[src/ltc_pkg.sv]
// package: register map, field layouts and decode tables of the line config
`default_nettype none

package ltc_pkg;

	// ------------------------------------------------------------------
	// register indices, byte address is four times the index
	// ------------------------------------------------------------------
	localparam logic [7:0] LTC_IDX_ONHOOK = 8'h10;
	localparam logic [7:0] LTC_IDX_LINE_VOLT = 8'h1d;
	localparam logic [7:0] LTC_IDX_AC_TERM = 8'h1e;
	localparam logic [7:0] LTC_IDX_CTL5 = 8'h1f;

	// ------------------------------------------------------------------
	// reset values and writable bits
	// ------------------------------------------------------------------
	localparam logic [7:0] LTC_AC_TERM_RST = 8'h00;
	localparam logic [7:0] LTC_CTL5_RST = 8'h20;
	localparam logic [7:0] LTC_ONHOOK_RST = 8'h00;
	localparam logic [7:0] LTC_AC_TERM_WMASK = 8'h3f;
	localparam logic [7:0] LTC_CTL5_WMASK = 8'heb;
	localparam logic [7:0] LTC_ONHOOK_WMASK = 8'h07;

	// ------------------------------------------------------------------
	// decode tables
	// ------------------------------------------------------------------
	localparam logic [9:0] LTC_OFFHOOK_MS_00 = 10'h200;
	localparam logic [9:0] LTC_OFFHOOK_MS_01 = 10'h080;
	localparam logic [9:0] LTC_OFFHOOK_MS_10 = 10'h040;
	localparam logic [9:0] LTC_OFFHOOK_MS_11 = 10'h008;
	localparam logic [1:0] LTC_SQUELCH_FULL = 2'h3;
	localparam logic [7:0] LTC_LVS_FORCE_V = 8'h03;

	// ------------------------------------------------------------------
	// bus answers
	// ------------------------------------------------------------------
	localparam logic [1:0] LTC_RESP_OKAY = 2'h0;
	localparam logic [1:0] LTC_RESP_SLVERR = 2'h2;

	// ------------------------------------------------------------------
	// types
	// ------------------------------------------------------------------
	typedef enum logic [1:0] {
		LTC_FS_0DBM = 2'b00,
		LTC_FS_3P2DBM = 2'b01,
		LTC_FS_6DBM = 2'b10
	} ltc_fs_e;

	typedef enum logic [1:0] {
		LTC_OHS_FAST = 2'b00,
		LTC_OHS_3MS = 2'b01,
		LTC_OHS_26MS = 2'b10,
		LTC_OHS_OTHER = 2'b11
	} ltc_ohs_e;

	typedef struct packed {
		logic [1:0] rsv_hi;
		logic spare;
		logic double_full_scale_en;
		logic [3:0] ac_impedance_sel;
	} ltc_ac_term_s;

	typedef struct packed {
		logic full_scale_en;
		logic [1:0] offhook_counter_len;
		logic rsv4;
		logic onhook_speed_b;
		logic rsv2;
		logic filter_pole_sel;
		logic line_volt_force_dis;
	} ltc_ctl5_s;

	typedef struct packed {
		logic [4:0] rsv;
		logic [1:0] squelch_sel;
		logic onhook_speed_a;
	} ltc_onhook_s;

	typedef struct packed {
		logic [3:0] ac_impedance_sel;
		ltc_fs_e fs_level;
		logic [9:0] offhook_ms;
		ltc_ohs_e onhook_speed;
		logic filter_pole_sel;
		logic line_volt_force_dis;
	} ltc_cfg_s;

endpackage

`default_nettype wire

[src/ltc_line_decode.sv]
// module: turns register contents into line-side settings
`timescale 1ns/10ps
`default_nettype none

module ltc_line_decode
(
	// clock and reset
	input wire logic aclk,
	input wire logic aresetn,
	// register contents
	input wire ltc_pkg::ltc_ac_term_s ac_term,
	input wire ltc_pkg::ltc_ctl5_s ctl5,
	input wire ltc_pkg::ltc_onhook_s onhook,
	// line side
	input wire logic [7:0] line_volt_raw,
	output var ltc_pkg::ltc_cfg_s line_cfg,
	output var logic [7:0] line_voltage_status
);

	// ------------------------------------------------------------------
	// decode functions
	// ------------------------------------------------------------------
	function automatic logic [9:0] offhook_ms(input logic [1:0] len);
		case (len)
			2'b00: offhook_ms = ltc_pkg::LTC_OFFHOOK_MS_00;
			2'b01: offhook_ms = ltc_pkg::LTC_OFFHOOK_MS_01;
			2'b10: offhook_ms = ltc_pkg::LTC_OFFHOOK_MS_10;
			default: offhook_ms = ltc_pkg::LTC_OFFHOOK_MS_11;
		endcase
	endfunction

	// magnitude of a two's complement voltage; polarity lives in bit 7
	function automatic logic [7:0] volt_mag(input logic [7:0] v);
		volt_mag = v[7] ? 8'((~v) + 8'h01) : v;
	endfunction

	// ------------------------------------------------------------------
	// combinational settings
	// ------------------------------------------------------------------
	ltc_pkg::ltc_fs_e fs_d;
	ltc_pkg::ltc_ohs_e ohs_d;
	ltc_pkg::ltc_cfg_s cfg_d;
	wire logic lvs_low;
	wire logic [7:0] lvs_d;

	// double scale overrides standard scale when both are set
	assign fs_d = ac_term.double_full_scale_en ? ltc_pkg::LTC_FS_6DBM :
		ctl5.full_scale_en ? ltc_pkg::LTC_FS_3P2DBM :
		ltc_pkg::LTC_FS_0DBM;

	always_comb
	begin
		ohs_d = ltc_pkg::LTC_OHS_OTHER;
		if (onhook.onhook_speed_a
			&& onhook.squelch_sel == ltc_pkg::LTC_SQUELCH_FULL)
			ohs_d = ltc_pkg::LTC_OHS_26MS;
		else if (!onhook.onhook_speed_a && onhook.squelch_sel == 2'h0)
			ohs_d = ctl5.onhook_speed_b ? ltc_pkg::LTC_OHS_3MS :
				ltc_pkg::LTC_OHS_FAST;
	end

	always_comb
	begin
		cfg_d = '0;
		cfg_d.ac_impedance_sel = ac_term.ac_impedance_sel;
		cfg_d.fs_level = fs_d;
		cfg_d.offhook_ms = offhook_ms(ctl5.offhook_counter_len);
		cfg_d.onhook_speed = ohs_d;
		cfg_d.filter_pole_sel = ctl5.filter_pole_sel;
		cfg_d.line_volt_force_dis = ctl5.line_volt_force_dis;
	end

	// low readings are noise near zero volts; zero them unless disabled
	assign lvs_low = volt_mag(line_volt_raw) <= ltc_pkg::LTC_LVS_FORCE_V;
	assign lvs_d = (lvs_low && !ctl5.line_volt_force_dis) ? 8'h00 :
		line_volt_raw;

	// ------------------------------------------------------------------
	// output flops
	// ------------------------------------------------------------------
	always_ff @(posedge aclk)
	begin
		if (!aresetn)
		begin
			line_cfg <= '0;
			line_voltage_status <= 8'h00;
		end
		else
		begin
			line_cfg <= cfg_d;
			line_voltage_status <= lvs_d;
		end
	end

endmodule

`default_nettype wire

[src/ltc_regs.sv]
// module: axi4-lite register bank for the line termination configuration
`timescale 1ns/10ps
`default_nettype none

module ltc_regs
#(
	parameter int ADDR_W = 12
)
(
	// clock and reset
	input wire logic aclk,
	input wire logic aresetn,
	// axi write address
	input wire logic [ADDR_W-1:0] s_axi_awaddr,
	input wire logic s_axi_awvalid,
	output logic s_axi_awready,
	// axi write data
	input wire logic [31:0] s_axi_wdata,
	input wire logic [3:0] s_axi_wstrb,
	input wire logic s_axi_wvalid,
	output logic s_axi_wready,
	// axi write response
	output logic [1:0] s_axi_bresp,
	output logic s_axi_bvalid,
	input wire logic s_axi_bready,
	// axi read address
	input wire logic [ADDR_W-1:0] s_axi_araddr,
	input wire logic s_axi_arvalid,
	output logic s_axi_arready,
	// axi read data
	output logic [31:0] s_axi_rdata,
	output logic [1:0] s_axi_rresp,
	output logic s_axi_rvalid,
	input wire logic s_axi_rready,
	// line side
	input wire logic [7:0] line_volt_raw,
	output var ltc_pkg::ltc_cfg_s line_cfg,
	output var logic [7:0] line_voltage_status
);

	// ------------------------------------------------------------------
	// address decode
	// ------------------------------------------------------------------
	function automatic logic hit(input logic [ADDR_W-1:0] a,
		input logic [7:0] idx);
		hit = (a[ADDR_W-1:2] == (ADDR_W-2)'(idx));
	endfunction

	// ------------------------------------------------------------------
	// state
	// ------------------------------------------------------------------
	ltc_pkg::ltc_ac_term_s ac_q;
	ltc_pkg::ltc_ctl5_s ctl5_q;
	ltc_pkg::ltc_onhook_s onhook_q;
	logic aw_hold_q;
	logic [ADDR_W-1:0] awaddr_q;
	logic w_hold_q;
	logic [31:0] wdata_q;
	logic [3:0] wstrb_q;
	logic bvalid_q;
	logic [1:0] bresp_q;
	logic rvalid_q;
	logic [31:0] rdata_q;
	logic [1:0] rresp_q;

	// ------------------------------------------------------------------
	// write channel
	// ------------------------------------------------------------------
	// address and data may arrive in either order; each is parked until
	// its partner shows, and neither is taken while a response waits
	wire logic aw_take;
	wire logic w_take;
	wire logic do_write;
	wire logic [ADDR_W-1:0] wr_addr;
	wire logic [31:0] wr_data;
	wire logic [3:0] wr_strb;
	wire logic wr_lane0;
	wire logic wr_ac;
	wire logic wr_ctl5;
	wire logic wr_onhook;
	wire logic wr_lvs;
	wire logic wr_mapped;

	assign s_axi_awready = !aw_hold_q && !bvalid_q;
	assign s_axi_wready = !w_hold_q && !bvalid_q;
	assign aw_take = s_axi_awvalid && s_axi_awready;
	assign w_take = s_axi_wvalid && s_axi_wready;
	assign do_write = (aw_hold_q || aw_take) && (w_hold_q || w_take);
	assign wr_addr = aw_hold_q ? awaddr_q : s_axi_awaddr;
	assign wr_data = w_hold_q ? wdata_q : s_axi_wdata;
	assign wr_strb = w_hold_q ? wstrb_q : s_axi_wstrb;
	assign wr_lane0 = do_write && wr_strb[0];
	assign wr_ac = wr_lane0 && hit(wr_addr, ltc_pkg::LTC_IDX_AC_TERM);
	assign wr_ctl5 = wr_lane0 && hit(wr_addr, ltc_pkg::LTC_IDX_CTL5);
	assign wr_onhook = wr_lane0 && hit(wr_addr, ltc_pkg::LTC_IDX_ONHOOK);
	// line voltage is read-only; a write there is accepted and dropped
	assign wr_lvs = hit(wr_addr, ltc_pkg::LTC_IDX_LINE_VOLT);
	assign wr_mapped = hit(wr_addr, ltc_pkg::LTC_IDX_AC_TERM) ||
		hit(wr_addr, ltc_pkg::LTC_IDX_CTL5) ||
		hit(wr_addr, ltc_pkg::LTC_IDX_ONHOOK) || wr_lvs;

	always_ff @(posedge aclk)
	begin
		if (!aresetn)
		begin
			aw_hold_q <= 1'b0;
			awaddr_q <= '0;
			w_hold_q <= 1'b0;
			wdata_q <= 32'h0000_0000;
			wstrb_q <= 4'h0;
			bvalid_q <= 1'b0;
			bresp_q <= ltc_pkg::LTC_RESP_OKAY;
		end
		else
		begin
			if (do_write)
			begin
				aw_hold_q <= 1'b0;
				w_hold_q <= 1'b0;
				bvalid_q <= 1'b1;
				bresp_q <= wr_mapped ? ltc_pkg::LTC_RESP_OKAY :
					ltc_pkg::LTC_RESP_SLVERR;
			end
			else
			begin
				if (aw_take)
				begin
					aw_hold_q <= 1'b1;
					awaddr_q <= s_axi_awaddr;
				end
				if (w_take)
				begin
					w_hold_q <= 1'b1;
					wdata_q <= s_axi_wdata;
					wstrb_q <= s_axi_wstrb;
				end
				if (s_axi_bready)
					bvalid_q <= 1'b0;
			end
		end
	end

	assign s_axi_bvalid = bvalid_q;
	assign s_axi_bresp = bresp_q;

	// ------------------------------------------------------------------
	// configuration registers
	// ------------------------------------------------------------------
	// masks keep reserved bits at zero so they read back as zero
	always_ff @(posedge aclk)
	begin
		if (!aresetn)
		begin
			ac_q <= ltc_pkg::LTC_AC_TERM_RST;
			ctl5_q <= ltc_pkg::LTC_CTL5_RST;
			onhook_q <= ltc_pkg::LTC_ONHOOK_RST;
		end
		else
		begin
			if (wr_ac)
				ac_q <= wr_data[7:0] & ltc_pkg::LTC_AC_TERM_WMASK;
			if (wr_ctl5)
				ctl5_q <= wr_data[7:0] & ltc_pkg::LTC_CTL5_WMASK;
			if (wr_onhook)
				onhook_q <= wr_data[7:0] & ltc_pkg::LTC_ONHOOK_WMASK;
		end
	end

	// ------------------------------------------------------------------
	// read channel
	// ------------------------------------------------------------------
	wire logic ar_take;
	wire logic rd_mapped;
	logic [7:0] rd_byte;

	assign s_axi_arready = !rvalid_q;
	assign ar_take = s_axi_arvalid && s_axi_arready;
	assign rd_mapped = hit(s_axi_araddr, ltc_pkg::LTC_IDX_AC_TERM) ||
		hit(s_axi_araddr, ltc_pkg::LTC_IDX_CTL5) ||
		hit(s_axi_araddr, ltc_pkg::LTC_IDX_ONHOOK) ||
		hit(s_axi_araddr, ltc_pkg::LTC_IDX_LINE_VOLT);

	always_comb
	begin
		rd_byte = 8'h00;
		if (hit(s_axi_araddr, ltc_pkg::LTC_IDX_AC_TERM))
			rd_byte = ac_q;
		else if (hit(s_axi_araddr, ltc_pkg::LTC_IDX_CTL5))
			rd_byte = ctl5_q;
		else if (hit(s_axi_araddr, ltc_pkg::LTC_IDX_ONHOOK))
			rd_byte = onhook_q;
		else if (hit(s_axi_araddr, ltc_pkg::LTC_IDX_LINE_VOLT))
			rd_byte = line_voltage_status;
	end

	always_ff @(posedge aclk)
	begin
		if (!aresetn)
		begin
			rvalid_q <= 1'b0;
			rdata_q <= 32'h0000_0000;
			rresp_q <= ltc_pkg::LTC_RESP_OKAY;
		end
		else if (ar_take)
		begin
			rvalid_q <= 1'b1;
			rdata_q <= {24'h00_0000, rd_byte};
			rresp_q <= rd_mapped ? ltc_pkg::LTC_RESP_OKAY :
				ltc_pkg::LTC_RESP_SLVERR;
		end
		else if (s_axi_rready)
			rvalid_q <= 1'b0;
	end

	assign s_axi_rvalid = rvalid_q;
	assign s_axi_rdata = rdata_q;
	assign s_axi_rresp = rresp_q;

	// ------------------------------------------------------------------
	// line-side decode
	// ------------------------------------------------------------------
	ltc_line_decode u_decode
	(
		.aclk(aclk),
		.aresetn(aresetn),
		.ac_term(ac_q),
		.ctl5(ctl5_q),
		.onhook(onhook_q),
		.line_volt_raw(line_volt_raw),
		.line_cfg(line_cfg),
		.line_voltage_status(line_voltage_status)
	);
endmodule

`default_nettype wire

[config.mk]
export PLATFORM = sky130hd
export DESIGN_NAME = ltc_regs
export DESIGN_NICKNAME = d
export VERILOG_FILES = /design/src/ltc_pkg.sv /design/src/ltc_line_decode.sv /design/src/ltc_regs.sv
export SDC_FILE = /design/constraint.sdc
export NUM_CORES = 1
export LEC_CHECK = 0
export BUFFER_PORTS_ARGS = -buffer_cell sky130_fd_sc_hd__buf_2
export CELL_PAD_IN_SITES_DETAIL_PLACEMENT = 0
export CELL_PAD_IN_SITES_GLOBAL_PLACEMENT = 1
export CORE_ASPECT_RATIO = 0.8
export CORE_MARGIN = 3
export CORE_UTILIZATION = 30
export CTS_BUF_LIST = sky130_fd_sc_hd__clkbuf_16
export DETAILED_ROUTE_END_ITERATION = 6
export PLACE_DENSITY = 0.77
export RECOVER_POWER = 25
export SYNTH_ARGS = -nofsm -noshare
export SYNTH_HDL_FRONTEND = slang
export SYNTH_SLANG_ARGS = --single-unit
[constraint.sdc]
create_clock -name aclk -period 2.1 [get_ports aclk]
set_clock_uncertainty 0.2 [all_clocks]
set_input_delay 0.21 -clock aclk [delete_from_list [all_inputs] [get_ports aclk]]
set_output_delay 0.21 -clock aclk [all_outputs]
set_load 0.02 [all_outputs]
======== Word level (Yosys, flattened, before mapping) ========
Index checks and enable logic that the tools add are counted.
word-level totals
  logic and storage cells ................. 102
  output and inout port bits .............. 69
  bits in registers ....................... 80
operators by class
  mux-type cells .......................... 20
  bitwise logic cells ..................... 3
  reduce and logical (&&, ||, !) cells .... 37
  equality and inequality tests ........... 11
  $add $sub $neg .......................... 1
  magnitude comparators ................... 1
operators by type and width
  operator             count
  $eq 10x5->1 const B  8
  $mux 8               6
  $pmux 10 s3          1
  $logic_and 1x1->1    13
  $mux 12              1
  $mux 2               5
  $add 8x1->8 const B  1
  $le 8x2->1 const B   1
  $logic_or 1x1->1     8
  $not 8->8            1
  $reduce_or 2->1      4
  $mux 1               7
  $logic_not 1->1      6
  $eq 2x2->1 const B   2
  $logic_not 2->1      2
  $reduce_and 2->1     2
  $reduce_bool 2->1    2
  $eq 2x1->1 const B   1
  $not 1->1            2

======== Depth between registers and ports, before layout ========
  depth after elaboration ................. 7
  mapped depth ............................ 7
  depth with buffers taken out ............ 7

======== Modules after synthesis ========
From an unflattened synthesis, not the netlist that was laid out.
second synthesis, totals
  cells, all modules ...................... 350
  area total of the unflattened synthesis .. 3253.1 um2
modules (own cells, without submodules)
  module           instances  area an instance (um2)  cells each
  ltc_regs         1          2484.9                  272
  ltc_line_decode  1          768.2                   78

======== Worst setup path after synthesis ========
No wires, ideal clock.
  path kind ............................... flip-flop to flip-flop
  from .................................... register awaddr_q[8]
  to ...................................... register ac_q[4] (netlist name)
  arrival ................................. 1.898 ns
  clock period less this slack ............ 2.219 ns
  required time ........................... 1.779 ns
  slack ................................... -0.119 ns
  library setup time ...................... 0.121 ns
  cell stages (with the launch flop) ...... 6
  cells stage by stage .................... dfxtp_1 or4b_4 nor4b_4 o21ai_2 a211oi_4 mux2_4
on the way
  cells in the longest elaborated chain, start to end .. 3
ends and longest elaborated chain
  item                    RTL line         RTL
  start, declared         ltc_regs.sv:56   logic [ADDR_W-1:0] awaddr_q;
  start signal, assigned  ltc_regs.sv:129  awaddr_q <= s_axi_awaddr;
  $mux 12                 ltc_regs.sv:89   assign wr_addr = aw_hold_q ? awaddr_q : s_axi_awaddr;
  $eq 10x5->1             ltc_regs.sv:46   hit = (a[ADDR_W-1:2] == (ADDR_W-2)'(idx));
  $logic_and 1x1->1       ltc_regs.sv:93   assign wr_ac = wr_lane0 && hit(wr_addr, ltc_pkg::LTC_IDX_AC_TERM);
  end signal, assigned    ltc_regs.sv:154  ac_q <= ltc_pkg::LTC_AC_TERM_RST;
  end signal, assigned    ltc_regs.sv:161  ac_q <= wr_data[7:0] & ltc_pkg::LTC_AC_TERM_WMASK;
  end, declared           ltc_regs.sv:52   ltc_pkg::ltc_ac_term_s ac_q;
Every way passes these cells.
A chain may end at the register's enable or synchronous reset.

======== Final worst setup path ========
  from .................................... register awaddr_q[8]
  to ...................................... register ac_q[0] (netlist name)
The elaborated chain is that of the path after synthesis.

==> impl_metrics.tcl <==
set metrics [dict create \
    ys_ff_latch 70 \
    ant_nets 0 \
    grt_pass1_vias 2700 \
    core_region_area_um2 10410 \
    yosysUniqueCellTypes 49 \
    fmax_ghz 0.4528 \
    finalNonFillerCells 611 \
    fin_crit_ns 2.208 \
    synth-edff-count 0 \
    seq_area_frac_synth_pct 43.01 \
    antenna_cells 0 \
    synth.top_cell.area_share_pct 43.01 \
    die_w_um 122.5 \
    rsz0062_at_grt "yes" \
    async_flop_share_pct 0 \
    peakVddDrop_v 0.0003334 \
    timing.final.ws_setup_ns -0.1085 \
    dp_cells 564 \
    mostFrequentLayoutCells "buf_2, dfxtp_1, mux2i_1" \
    drv_cap 0 \
    use_met3_pct 3.525 \
    numCtsBuffers 9 \
    drt_iter0_markers 108 \
    htreeDepth 3 \
    antenna_found_initial 0 \
    hpwlAfterDp_mm 6.121 \
    yosysWarnings 0 \
    start_kind "flip-flop" \
    holdCritPathClass "in -> reg" \
    grt_max_degree 27 \
    finalCritPeriodShare_pct 105.2 \
    synth-main-ff-cell "dfxtp_1" \
    io_pins 144 \
    yosys.area.top_type "dfxtp_1" \
    fin_nets 543 \
    path_class "reg -> reg" \
    grt_util_met2_pct 21.41 \
    hold_ws_ns -0.03534 \
    die_h_um 99.21 \
    grt-busiest-layer "met2" \
    clk_pin_slew_worst_paths_ns 0.05 \
    cp.arrival_ns 2.26 \
    violations "negative hold slack, negative setup slack" \
    cp_max_fo 5 \
    hold_viol 1 \
    cp.required_ns 2.15 \
    cts_tree "done" \
    portBuffers 80 \
    routed_wl_mm 8.310 \
    start_util_pct 31.31 \
    globalRouteOverflowTotal 0 \
    drc 0 \
    cts_root_buf "clkbuf_16" \
    numClockSinks 70 \
    p_per_area_nw_per_um2 736.1 \
    status "finished, violations left" \
    clk_path_buf_depth 2 \
    die-area_um2 12150 \
    area_growth_pct 34.49 \
    drive_gt1_share_pct 27.39 \
    clock_latency_ns 0.33 \
    end_kind "flip-flop" \
    slew_viol_final 0 \
    grt_util_all_layers_pct 13.77 \
    syn_inst 343 \
    post_drt_via_cell_ratio 4.439 \
    gp_congestion 0.7854 \
    r2r-start "awaddr_q[8]$_SDFFE_PN0P_" \
    syn_avg_cell_area_um2 9.499 \
    setup_viol 9 \
    cp-startpoint "awaddr_q[8]$_SDFFE_PN0P_" \
    grt_pass1_wl_mm 13.23 \
    final_common_cell "buf_2" \
    p_leak_nw 2.022 \
    wl_per_cell_um 13.60 \
    syn-cell-area_um2 3258 \
    use_met1_pct 18.60 \
    hold_path.startpoint "s_axi_awaddr[8]" \
    dr.pass1.iters 4 \
    synth_area_leaders "dfxtp_1, mux2i_1, buf_4" \
    rows 33 \
    vias 2712 \
    power_mw 3.225 \
]
per-layer routing:
metal	wire length, um	vias up
met4	87	0
met1	4025	1248
li1	-	1378
met3	375	12
met5	0	-
met2	3822	74
cell type report:
cell class	count	area, um^2
Clock buffer	9	225.2
Clock inverter	6	40.04
Fill cell	1026	6023
Inverter	8	30.03
Multi-Input combinational cell	248	1652
Sequential cell	70	1408
Tap cell	140	175.2
Timing Repair Buffer	130	852.1
synth_stat cells (all sizes together), types with 2 or more instances:
library cell  number
o31ai              3
buf               35
inv                8
mux2i             39
nor3               7
nor2              12
or4b               2
and3              11
nor4               3
a32o               2
o2111ai            2
nor2b             21
o22ai              3
a22oi              3
nand3b             5
dfxtp             70
nand2             36
a31oi              2
and3b              2
nand2b             2
nand3              8
o21ai             14
clkbuf            13
nor3b              2
a21oi              5
a21boi             2
nor4b              2
mux2               8
o221ai             2
a21o               3
and2               5
through the flow:
stage	instance area, um^2	hold slack [ns]	setup TNS, ns	util [%]	setup WS [ns]
2_1_floorplan	3388	0.1478	-0.06609	-	-0.06609
3_3_place_gp	3786	0.2534	-1.030	36.39	-0.1109
3_5_place_dp	3786	0.2586	-1.400	36.39	-0.1754
4_1_cts	4375	-0.03979	-0.8256	42.05	-0.1193
5_1_grt	4382	0.002122	-1.945	42.11	-0.2191
6_report	4382	-0.03534	-0.7520	42.11	-0.1085
sequential cells by signal (all words and copies together), names as in the netlist, 3 cells and up:
signal	cells
ac_q	6
u_decode.line_voltage_status	8
onhook_q	3
u_decode.line_cfg	14
awaddr_q	10
ctl5_q	6
s_axi_rdata	8
wdata_q	8
worst max-delay path, cell delays in order (launching register included):
cell and delay (ns):
dfxtp_1 0.31, or4b_4 0.56, nor4b_4 0.26, o21ai_2 0.13, a211oi_4 0.29, buf_6 0.18
mux2i_1 0.19
cell families after synthesis:
kind of cell | Yosys count | synth area share (%)
AND/OR/NAND/NOR | 121 | 21.16
other | 1 | 0.1151
flip-flops | 70 | 43.01
buffers and inverters | 56 | 10.22
adder cells (fa/ha/maj) | 1 | 0.3840
AO/OA/AOI/OAI | 47 | 10.25
multiplexers | 47 | 14.86
path summary, 6_finish.rpt:
kind	to	slack [ns]	depth (start not counted)
max	ac_q[0]$_SDFFE_PN0P_	-0.11	6
min	awaddr_q[8]$_SDFFE_PN0P_	-0.04	3
max reg2reg	ac_q[0]$_SDFFE_PN0P_	-0.11	6
min reg2reg	s_axi_bresp[1]$_SDFFE_PN0P_	0.26	2
report_power, final:
group	total, mW	switching (mW)	internal [mW]
Combinational	0.484	0.270	0.215
Sequential	1.40	0.0278	1.37
Clock	1.34	0.555	0.786
Total	3.23	0.853	2.37
what timing repair did:
action | CTS | global route
resized for setup | 3 | 4
setup buffers | 2 | 0
hold buffers | 30 | 0
pin swaps | 2 | 1
endpoints found under the setup margin | 14 | 16
endpoints found under the hold margin | 30 | 0
No activity file was read; power rests on OpenSTA's default activity.
